<file path="config.mk">
export PLATFORM = sky130hd
export DESIGN_NAME = voltage_reference_control
export DESIGN_NICKNAME = d
export VERILOG_FILES = /design/src/verilog/reference_control_pkg.sv /design/src/verilog/voltage_reference_control.sv
export SDC_FILE = /design/constraint.sdc
export NUM_CORES = 1
export LEC_CHECK = 0
export ABC_AREA = 1
export BUFFER_PORTS_ARGS = -buffer_cell sky130_fd_sc_hd__buf_2
export CORE_UTILIZATION = 33
export CTS_CLUSTER_DIAMETER = 150
export DETAILED_ROUTE_END_ITERATION = 7
export GPL_ROUTABILITY_DRIVEN = 1
export GPL_TIMING_DRIVEN = 0
export PLACE_DENSITY = 0.73
export SETUP_SLACK_MARGIN = 0.1
export SYNTH_ARGS = -nofsm -noshare
export SYNTH_HDL_FRONTEND = slang
export SYNTH_SLANG_ARGS = --single-unit
</file>
<file path="constraint.sdc">
create_clock -name ref_clk_i -period 1 [get_ports ref_clk_i]
set_clock_uncertainty 0.2 [all_clocks]
set_input_delay 0.15 -clock ref_clk_i [delete_from_list [all_inputs] [get_ports ref_clk_i]]
set_output_delay 0.15 -clock ref_clk_i [all_outputs]
set_load 0.02 [all_outputs]
</file>
<file path="src/verilog/reference_control_pkg.sv">
// Purpose: Constants and types for the reference control register block
// Assumes: 8-bit special-function register bus from the processor core
// Notes:   Offsets, field positions and reset values live here only
`default_nettype none

package reference_control_pkg;

	// ----------------------------------------------------------------
	// Register map
	// ----------------------------------------------------------------
	localparam logic [7:0] REFERENCE_CONTROL_ADDR = 8'hd1;
	localparam logic [7:0] REFERENCE_CONTROL_RESET = 8'h00;
	localparam logic [7:0] REFERENCE_CONTROL_MASK = 8'h0e;

	// ----------------------------------------------------------------
	// Field positions
	// ----------------------------------------------------------------
	localparam int REF_SEL_BIT = 3;
	localparam int TEMP_EN_BIT = 2;
	localparam int BIAS_EN_BIT = 1;

	// Implemented control bits
	typedef struct packed {
		logic reference_source_select;
		logic temp_sensor_enable;
		logic bias_generator_enable;
	} ref_ctrl_t;

	// Special-function register access
	typedef struct packed {
		logic       wr;
		logic       rd;
		logic [7:0] addr;
		logic [7:0] wdata;
	} sfr_req_t;

endpackage

`default_nettype wire

</file>
<file path="src/verilog/voltage_reference_control.sv">
// Purpose: Reference control register and analog enable outputs
// Assumes: Core accesses are synchronous to ref_clk_i, one cycle each
// Notes:   Read data is registered, so it appears one cycle after rd
`timescale 1ns/100ps
`default_nettype none

// How it works
// RULE1: Bits 7-4 and 0 read zero, writes ignored
// RULE2: Bit 3 selects external pin or supply
// RULE3: Bit 2 powers temperature sensor; off means invalid
// RULE4: Bias forced on by converter, sensor, oscillator
// RULE5: Software bias bit alone turns bias on
// RULE6: Software sets port pin analog and skipped
// RULE7: Reset clears all implemented bits
module voltage_reference_control
	import reference_control_pkg::*;
(
	// Clock and reset
	input  wire logic       ref_clk_i,
	input  wire logic       sys_rst_i,
	// Register access from the core
	input  wire sfr_req_t   sfr_req_i,
	output logic [7:0]      sfr_rdata_o,
	output logic            sfr_hit_o,
	// Enables of dependent peripherals
	input  wire logic       converter_enable_i,
	input  wire logic       oscillator_enable_i,
	// Analog controls
	output logic            reference_source_select_o,
	output logic            temp_sensor_enable_o,
	output logic            temp_sensor_valid_o,
	output logic            bias_generator_enable_o
);

	// ----------------------------------------------------------------
	// Control register
	// ----------------------------------------------------------------
	ref_ctrl_t ctrl_reg;
	logic      wr_hit;
	logic      rd_hit;

	// Reset image of the implemented fields, taken from the register reset byte
	localparam ref_ctrl_t CTRL_RESET = '{
		reference_source_select: REFERENCE_CONTROL_RESET[REF_SEL_BIT],
		temp_sensor_enable:      REFERENCE_CONTROL_RESET[TEMP_EN_BIT],
		bias_generator_enable:   REFERENCE_CONTROL_RESET[BIAS_EN_BIT]
	};

	// Address decode shared by the write and read paths
	function automatic logic addr_match(input logic [7:0] a);
		return a == REFERENCE_CONTROL_ADDR;
	endfunction

	// Any other address belongs to other registers on the same bus
	assign wr_hit = sfr_req_i.wr && addr_match(sfr_req_i.addr);
	assign rd_hit = sfr_req_i.rd && addr_match(sfr_req_i.addr);

	always_ff @(posedge ref_clk_i or posedge sys_rst_i)
	begin
		if (sys_rst_i)
			ctrl_reg <= CTRL_RESET; // see RULE7
		else if (wr_hit)
		begin
			// Only implemented bits are captured
			ctrl_reg.reference_source_select <= sfr_req_i.wdata[REF_SEL_BIT]; // see RULE2
			ctrl_reg.temp_sensor_enable      <= sfr_req_i.wdata[TEMP_EN_BIT]; // see RULE3
			ctrl_reg.bias_generator_enable   <= sfr_req_i.wdata[BIAS_EN_BIT]; // see RULE5
		end
	end

	// ----------------------------------------------------------------
	// Readback
	// ----------------------------------------------------------------
	function automatic logic [7:0] pack_ctrl(input ref_ctrl_t c, input logic bias);
		logic [7:0] v;
		v = 8'h00;
		v[REF_SEL_BIT] = c.reference_source_select;
		v[TEMP_EN_BIT] = c.temp_sensor_enable;
		v[BIAS_EN_BIT] = bias;
		return v & REFERENCE_CONTROL_MASK;
	endfunction

	// Bias bit reads the effective enable, so software sees a forced bias
	logic bias_next;
	assign bias_next = ctrl_reg.bias_generator_enable || converter_enable_i
		|| oscillator_enable_i || ctrl_reg.temp_sensor_enable; // see RULE4

	// Hit pulse marks the cycle in which read data stands
	always_ff @(posedge ref_clk_i or posedge sys_rst_i)
	begin
		if (sys_rst_i)
			sfr_hit_o <= 1'b0;
		else
			sfr_hit_o <= rd_hit;
	end

	// Data is zero outside a hit so the core can OR several sources
	always_ff @(posedge ref_clk_i or posedge sys_rst_i)
	begin
		if (sys_rst_i)
			sfr_rdata_o <= 8'h00;
		else if (rd_hit)
			sfr_rdata_o <= pack_ctrl(ctrl_reg, bias_next); // see RULE1
		else
			sfr_rdata_o <= 8'h00;
	end

	// ----------------------------------------------------------------
	// Analog outputs
	// ----------------------------------------------------------------
	always_ff @(posedge ref_clk_i or posedge sys_rst_i)
	begin
		if (sys_rst_i)
			reference_source_select_o <= 1'b0;
		else
			reference_source_select_o <= ctrl_reg.reference_source_select; // see RULE2
	end

	always_ff @(posedge ref_clk_i or posedge sys_rst_i)
	begin
		if (sys_rst_i)
			temp_sensor_enable_o <= 1'b0;
		else
			temp_sensor_enable_o <= ctrl_reg.temp_sensor_enable; // see RULE3
	end

	// Sensor output is only meaningful once both it and bias are up
	always_ff @(posedge ref_clk_i or posedge sys_rst_i)
	begin
		if (sys_rst_i)
			temp_sensor_valid_o <= 1'b0;
		else
			temp_sensor_valid_o <= ctrl_reg.temp_sensor_enable && bias_next; // see RULE3
	end

	// Forcing enables reach the bias pin one edge late; the analog side is slower
	always_ff @(posedge ref_clk_i or posedge sys_rst_i)
	begin
		if (sys_rst_i)
			bias_generator_enable_o <= 1'b0;
		else
			bias_generator_enable_o <= bias_next; // see RULE4 RULE5
	end

	// ----------------------------------------------------------------
	// Checks
	// ----------------------------------------------------------------
	unused_bits_a: assert property (@(posedge ref_clk_i) disable iff (sys_rst_i) // see RULE1
		(sfr_rdata_o & ~REFERENCE_CONTROL_MASK) == 8'h00)
		else $error("unused reference bits read nonzero");

	source_follow_a: assert property (@(posedge ref_clk_i) disable iff (sys_rst_i) // see RULE2
		wr_hit |=> ##1 reference_source_select_o == $past(sfr_req_i.wdata[REF_SEL_BIT], 2))
		else $error("reference select did not follow write");

	sensor_follow_a: assert property (@(posedge ref_clk_i) disable iff (sys_rst_i) // see RULE3
		wr_hit |=> ##1 temp_sensor_enable_o == $past(sfr_req_i.wdata[TEMP_EN_BIT], 2))
		else $error("sensor enable did not follow write");

	sensor_valid_a: assert property (@(posedge ref_clk_i) disable iff (sys_rst_i) // see RULE3
		!temp_sensor_enable_o |-> !temp_sensor_valid_o)
		else $error("sensor valid while off");

	bias_forced_a: assert property (@(posedge ref_clk_i) disable iff (sys_rst_i) // see RULE4
		(converter_enable_i || oscillator_enable_i) |=> bias_generator_enable_o)
		else $error("bias not forced on");

	bias_manual_a: assert property (@(posedge ref_clk_i) disable iff (sys_rst_i) // see RULE5
		(wr_hit && sfr_req_i.wdata[BIAS_EN_BIT]) |=> ##1 bias_generator_enable_o)
		else $error("manual bias write ignored");

	bias_off_a: assert property (@(posedge ref_clk_i) disable iff (sys_rst_i) // see RULE5
		(!ctrl_reg.bias_generator_enable && !ctrl_reg.temp_sensor_enable
		&& !converter_enable_i && !oscillator_enable_i) |=> !bias_generator_enable_o)
		else $error("bias on without cause");

	reset_clear_a: assert property (@(posedge ref_clk_i) // see RULE7
		$fell(sys_rst_i) |-> ctrl_reg == '0)
		else $error("control not cleared by reset");

	reset_outputs_a: assert property (@(posedge ref_clk_i) // see RULE7
		$fell(sys_rst_i) |-> !reference_source_select_o && !temp_sensor_enable_o
		&& !temp_sensor_valid_o && !bias_generator_enable_o)
		else $error("outputs not cleared by reset");

	sensor_bias_a: assert property (@(posedge ref_clk_i) disable iff (sys_rst_i) // see RULE4
		ctrl_reg.temp_sensor_enable |=> bias_generator_enable_o)
		else $error("bias not forced by sensor");

	bias_readback_a: assert property (@(posedge ref_clk_i) disable iff (sys_rst_i) // see RULE4
		(rd_hit && (converter_enable_i || oscillator_enable_i)) |=> sfr_rdata_o[BIAS_EN_BIT])
		else $error("forced bias not visible on read");

	write_ignore_a: assert property (@(posedge ref_clk_i) disable iff (sys_rst_i) // see RULE1
		!wr_hit |=> $stable(ctrl_reg))
		else $error("control changed without a write");

	field_capture_a: assert property (@(posedge ref_clk_i) disable iff (sys_rst_i) // see RULE5
		wr_hit |=> ctrl_reg.bias_generator_enable == $past(sfr_req_i.wdata[BIAS_EN_BIT]))
		else $error("bias bit not captured");

	read_fields_a: assert property (@(posedge ref_clk_i) disable iff (sys_rst_i) // see RULE2
		rd_hit |=> sfr_rdata_o[REF_SEL_BIT] == $past(ctrl_reg.reference_source_select)
		&& sfr_rdata_o[TEMP_EN_BIT] == $past(ctrl_reg.temp_sensor_enable))
		else $error("read data does not match control");

	read_hit_a: assert property (@(posedge ref_clk_i) disable iff (sys_rst_i) // see RULE1
		rd_hit |=> sfr_hit_o && (sfr_rdata_o[0] == 1'b0))
		else $error("read hit pulse missing");

	read_idle_a: assert property (@(posedge ref_clk_i) disable iff (sys_rst_i) // see RULE1
		!rd_hit |=> (sfr_rdata_o == 8'h00) && !sfr_hit_o)
		else $error("read data outside a hit");

	valid_match_a: assert property (@(posedge ref_clk_i) disable iff (sys_rst_i) // see RULE3
		temp_sensor_valid_o == (temp_sensor_enable_o && bias_generator_enable_o))
		else $error("sensor valid disagrees with enables");

	sensor_off_a: assert property (@(posedge ref_clk_i) disable iff (sys_rst_i) // see RULE3
		!ctrl_reg.temp_sensor_enable |=> !temp_sensor_valid_o)
		else $error("sensor valid while disabled");

	select_hold_a: assert property (@(posedge ref_clk_i) disable iff (sys_rst_i) // see RULE2
		!wr_hit |=> ##1 $stable(reference_source_select_o))
		else $error("reference select moved without a write");

endmodule // voltage_reference_control

`default_nettype wire

</file>
==> metrics.yaml, run 1 <==
place:
  place.gp.congestion: 0.631
  dpl.hpwl_um: 660
  post_dp_cell_area_um2: 637
  port_buffer_count: 24
floorplanning:
  pin_count: 35
  fp.dieW_um: 39.6
  y_dimension_of_the_die_um: 39.6
  start_util: 0.358
  core_region_area_um2: 1300
  fp-row-count: 13
  design.die.area_um2: 1560
pwr:
  design_power_total_mw: 0.884
  ir_drop_mv: 0.453
  powerDensity_nw_per_um2: 1220
  static-leakage-power_nw: 0.413
logic_synthesis:
  synthCells: 49
  netlist_area_pre_place_um2: 465
  number_of_storage_elements_in_the_synthesis_netlist: 11
  post_synth.cell_area_avg_um2: 9.50
  ys_types: 12
  ys.warnings.count: 0
  seq_area_frac_synth: 0.591
worst_setup_path:
  endpoint_type_of_the_worst_setup_path: "output pin"
  worst_r2r_path_depth: 3
  cp_cell_sequence: "buf_6"
  max_stage_delay_ns: 0.38
  required_ns: 0.65
  cpMaxStageDelayCell: "dfrtp_1"
  r2r_setup_slack_ns: -0.09
  critical_path.reg2reg.startpoint: "ctrl_reg[0]"
  critical_path_class: "reg2out"
  start_kind: "register"
  worstReg2RegEnd: "sfr_rdata_o[1]"
  bufs_and_invs_on_worst_path: 1
  path_max_fanout: 1
  crit_path_start: "sfr_rdata_o[2]"
  timing.critical_path.arrival_ns: 0.76
  critPathTopFamily: "flip-flops"
global_route:
  met1_grt_util: 0.125
  global_route_congestion_overflow_total: 0
  groute.usage.overall: 0.122
  globalRouteMet2Util: 0.225
  grt_start_max_net_pins: 12
  grt_pass1_wl_um: 1260
  antenna_found_initial: 0
  gr-max-usage-layer: "met2"
  met3_usage: 0.0341
  first_global_vias: 345
detailed_routing:
  final_antenna_net_count: 0
  drc: 0
  route.detailed.vias_per_inst: 4.13
  dr_pass1_iterations: 4
  drt_wl_total_um: 752
  detail_route.iter0.violations: 9
  detailroute.via_count: 401
  detail_route.wl_per_cell_um: 7.75
clocking:
  clk_pin_slew_worst_paths_ns: 0.06
  htreeDepth: 1
  cts_buffers: 3
  clk_root_buffer_cell: "clkbuf_4"
  clk-insertion-delay-late_ns: 0.26
  cts.path.max_buffers: 2
  numClockSinks: 11
  cts_tree: "built"
final_layout:
  design_area_um2: 723
  fraction_of_final_layout_cells_with_drive_strength_greater_than_1: 0.512
  area_delta_synth_final_pct: 55.4
  final_nets: 105
  n_antenna_cell: 0
hold_path:
  min_path_type: "in2async"
sta:
  fin_worst_hold_slack_ns: -0.334
  final.setup.worst_slack_ns: -0.114
  finalWorstPathRequiredPeriod_ns: 1.11
  tns_ns: -1.03
  hold_viol: 19
  setup_repair_after_global_routing_missed_its_margin: "yes"
  finalSetupViolCount: 10
  fmax_mhz: 898
  report.final.slew_viol_count: 0
  post-route-period-util: 1.11
status:
  outcome: "finished with violations"
  violations: "negative hold slack, negative setup slack"
job:
  cap_violations: 0
==> logic make-up (layout without fill, tap and decap cells) <==
| kind of cell | count (synthesis) | in the layout | share of synthesized area |
|---|---|---|---|
| buf+inv | 15 | 44 | 0.161 |
| other cells | 1 | 5 | 0.00806 |
| flops | 11 | 11 | 0.591 |
| simple gates | 22 | 22 | 0.239 |
==> placed cells by master, fill, tap and decap left out <==
cell      netlist  routed
nand4_1         3       3
nor3_2          0       1
clkbuf_1        1       2
buf_4           5       6
nor2_4          0       2
or2_1           0       1
buf_2           0      16
clkbuf_4        0       3
nand3_2         2       2
nand2_2         0       2
nor2_1          3       3
inv_2           0       2
inv_1           9       7
nand2_1        10       8
buf_6           0       8
dfrtp_1        11      11
conb_1          1       5
==> per-layer routing <==
metal / wire, um / part of all wire
met3: 95 / 0.13
met4: 0 / 0
met1: 276 / 0.37
met5: 0 / 0
met2: 380 / 0.51
==> cells in the mapped netlist, drive strengths merged <==
| master | count | area (um^2) |
|---|---|---|
| clkbuf | 1 | 3.75 |
| conb | 1 | 3.75 |
| nor2 | 5 | 23.8 |
| nand2 | 10 | 37.5 |
| dfrtp | 11 | 275 |
| nand4 | 3 | 18.8 |
| buf | 5 | 37.5 |
| inv | 9 | 33.8 |
| nor3 | 1 | 5.00 |
| nand3 | 2 | 20.0 |
| or2 | 1 | 6.26 |
==> worst max-delay path by stage <==
stage	to	slack (ns)	depth (start not counted)
floorplan	sfr_rdata_o[1]	-0.05	3
global placement	sfr_rdata_o[1]	-0.08	3
detailed placement	sfr_rdata_o[1]	-0.09	3
CTS	sfr_rdata_o[2]	-0.13	1
global route	sfr_rdata_o[1]	-0.18	3
finish	sfr_rdata_o[2]	-0.11	1
==> timing repair <==
action / in CTS / in global routing
hold endpoints to repair: 19 / 19
pin swaps: 0 / 2
setup buffers: 1 / 1
setup endpoints to repair: 10 / 12
resized for setup: 17 / 1
==> power breakdown <==
group / internal, mW / switching (mW) / total, mW
Clock: 0.154 / 0.128 / 0.282
Sequential: 0.458 / 0.00836 / 0.467
Combinational: 0.0643 / 0.0703 / 0.135
Total: 0.677 / 0.207 / 0.884
==> through the flow <==
stage | util | cells | setup WS [ns]
6_report | 0.556 | 97 | -0.114
5_1_grt | 0.556 | 97 | -0.176
4_1_cts | 0.554 | 97 | -0.132
3_5_place_dp | 0.489 | 92 | -0.0947
3_3_place_gp | 0.489 | 92 | -0.0769
2_1_floorplan | - | 53 | -0.0505
==> area by class of cell <==
type                            instances  area [um^2]
Multi-Input combinational cell         27          150
Tap cell                               15         18.8
Inverter                                9         33.8
Timing Repair Buffer                   25          178
Sequential cell                        11          275
Fill cell                             143          578
Buffer                                  6         41.3
Clock buffer                            4         26.3
No activity file was read; power rests on OpenSTA's default activity.
==> inputs of run 2 (changes only) <==
--- a/config.mk
+++ b/config.mk
@@ -12,7 +12,9 @@
 export DETAILED_ROUTE_END_ITERATION = 7
 export GPL_ROUTABILITY_DRIVEN = 1
 export GPL_TIMING_DRIVEN = 0
+export HOLD_SLACK_MARGIN = 0.03
 export PLACE_DENSITY = 0.73
+export REMOVE_ABC_BUFFERS = 1
 export SETUP_SLACK_MARGIN = 0.1
 export SYNTH_ARGS = -nofsm -noshare
 export SYNTH_HDL_FRONTEND = slang
==> constraint.sdc (replaced) <==
create_clock -name ref_clk_i -period 1 [get_ports ref_clk_i]
set_clock_uncertainty 0.2 [all_clocks]
set_input_delay 0.15 -clock ref_clk_i [delete_from_list [all_inputs] [get_ports ref_clk_i]]
set_output_delay 0.15 -clock ref_clk_i [all_outputs]
set_load 0.01 [all_outputs]
==> run 2 against run 1 <==
  * The flow still finishes with violations (negative hold slack, negative setup slack)
  * Clock power is 4% higher
  * Largest power group unchanged
  * Setup slack got worse by 0.016 ns
  * Critical path depth increased by 2
  * First-iteration DRC count fell by 78%
  * Total power fell by 3.5%
  * Sequential power is essentially flat
  * Register-to-register slack worse by 0.04 ns
  * Highest routed layer is now met4
  * Global-route usage shrank 0.12 points
  * Clock-buffer cell count stayed put
  * Cell area decreased by 12%
  * Critical endpoint is now sfr_rdata_o[1]
  * Fmax fell by 1.4%
  * Utilization shrank 6.6 points
  * Critical path type is now reg2reg
==> metrics.yaml, run 2 (synthesis gave the netlist of run 1 again) <==
place:
  placement.setup.worst_slack_ns: -0.160
  place.gp.congestion: 0.683
  dpl.hpwl_um: 585
  port_buffer_count: 24
sta:
  setup_repair_after_global_routing_missed_its_margin: "yes"
  hold_viol: 19
  report.final.slew_viol_count: 0
  fmax_mhz: 886
  post-route-period-util: 1.13
  tns_ns: -1.04
  finalSetupViolCount: 10
  final.setup.worst_slack_ns: -0.129
  finalWorstPathRequiredPeriod_ns: 1.13
  fin_worst_hold_slack_ns: -0.341
worst_setup_path:
  endpoint_type_of_the_worst_setup_path: "register"
  max_stage_delay_ns: 0.37
  cpMaxStageDelayCell: "dfrtp_1"
  critPathTopFamily: "simple AND/OR/NAND/NOR gates"
  cp_cell_sequence: "or2_1 -> nor3_2 -> nor2_1"
  bufs_and_invs_on_worst_path: 0
  start_kind: "register"
  required_ns: 0.94
  timing.critical_path.arrival_ns: 1.07
  critical_path_class: "reg2reg"
  path_max_fanout: 2
clocking:
  cts_buffers: 3
  clk_root_buffer_cell: "clkbuf_4"
  numClockSinks: 11
  htreeDepth: 1
  cts.path.max_buffers: 2
  cts_tree: "built"
  clk-insertion-delay-late_ns: 0.26
  clk_pin_slew_worst_paths_ns: 0.07
pwr:
  powerDensity_nw_per_um2: 1340
  static-leakage-power_nw: 0.381
  ir_drop_mv: 0.509
final_layout:
  area_delta_synth_final_pct: 36.8
  fraction_of_final_layout_cells_with_drive_strength_greater_than_1: 0.447
  mostFrequentLayoutCell: "buf_2"
  final_nets: 99
  layout_common_cells: "22 x buf_2, 11 x dfrtp_1, 9 x inv_1, 9 x nand2_1, 5 x conb_1"
  n_antenna_cell: 0
detailed_routing:
  route.detailed.vias_per_inst: 4.08
  drt_wl_total_um: 767
  detail_route.wl_per_cell_um: 8.43
  dr_pass1_iterations: 2
  detail_route.iter0.violations: 2
  detailroute.via_count: 371
  drc: 0
  final_antenna_net_count: 0
global_route:
  grt_pass1_wl_um: 1100
  antenna_found_initial: 0
  global_route_congestion_overflow_total: 0
  groute.usage.overall: 0.121
  grt_start_max_net_pins: 12
  first_global_vias: 303
floorplanning:
  start_util: 0.358
  fp.dieW_um: 39.6
  fp-row-count: 13
  design.die.area_um2: 1560
  y_dimension_of_the_die_um: 39.6
  core_region_area_um2: 1300
  pin_count: 35
status:
  violations: "negative hold slack, negative setup slack"
  outcome: "finished with violations"
hold_path:
  min_path_type: "in2async"
job:
  cap_violations: 0
-- run 2: layout make-up --
cell class,count,area [um^2]
clock buffers,4,26.3
fillers,122,664
inverters,9,33.8
multi-input cells,27,143
flip-flops and latches,11,275
well taps,15,18.8
repair buffers,25,140
-- run 2: through the flow --
step / power [mW] / area [um^2] / hold slack [ns] / instances / utilization
after floorplan: 0.513 / 439 / -0.198 / 47 / -
after global placement: 0.554 / 578 / -0.0600 / 86 / 0.444
after detailed placement: 0.557 / 578 / -0.0433 / 86 / 0.444
after CTS: 0.855 / 609 / -0.329 / 90 / 0.468
after global routing: 0.902 / 637 / -0.315 / 91 / 0.489
final: 0.853 / 637 / -0.341 / 91 / 0.489
-- run 2: layer usage --
layer | vias to the layer above | wire length (um) | global-route usage
met1 | 147 | 309 | 0.111
met4 | 0 | 27 | 0.129
met2 | 30 | 340 | 0.189
met3 | 4 | 90 | 0.0511
met5 | - | 0 | 0
li1 | 190 | - | -
-- run 2: where the power goes --
part           internal [mW]  switching, mW  leakage (nW)
registers              0.458        0.00740         0.149
logic                 0.0445         0.0505         0.217
clock network          0.154          0.138        0.0150
total                  0.657          0.196         0.381
-- run 2: timing repair --
item	4_1_cts	5_1_grt
endpoints found under the setup margin	10	12
gates resized for setup	1	5
pin swaps	1	0
endpoints found under the hold margin	19	19
buffers inserted	0	1
-- run 2: final timing paths --
check                                     from                   endpoint  slack [ns]  cells past startpoint
setup / recovery                   ctrl_reg[0]             sfr_rdata_o[1]       -0.13                      3
max in group asynchronous            sys_rst_i                ctrl_reg[2]        0.66                      2
min in group ref_clk_i     oscillator_enable_i    bias_generator_enable_o       -0.11                      3
hold reg to reg                    ctrl_reg[2]  reference_source_select_o        0.21                      0
setup reg to reg                   ctrl_reg[0]             sfr_rdata_o[1]       -0.13                      3
hold / removal                       sys_rst_i                ctrl_reg[0]       -0.34                      2
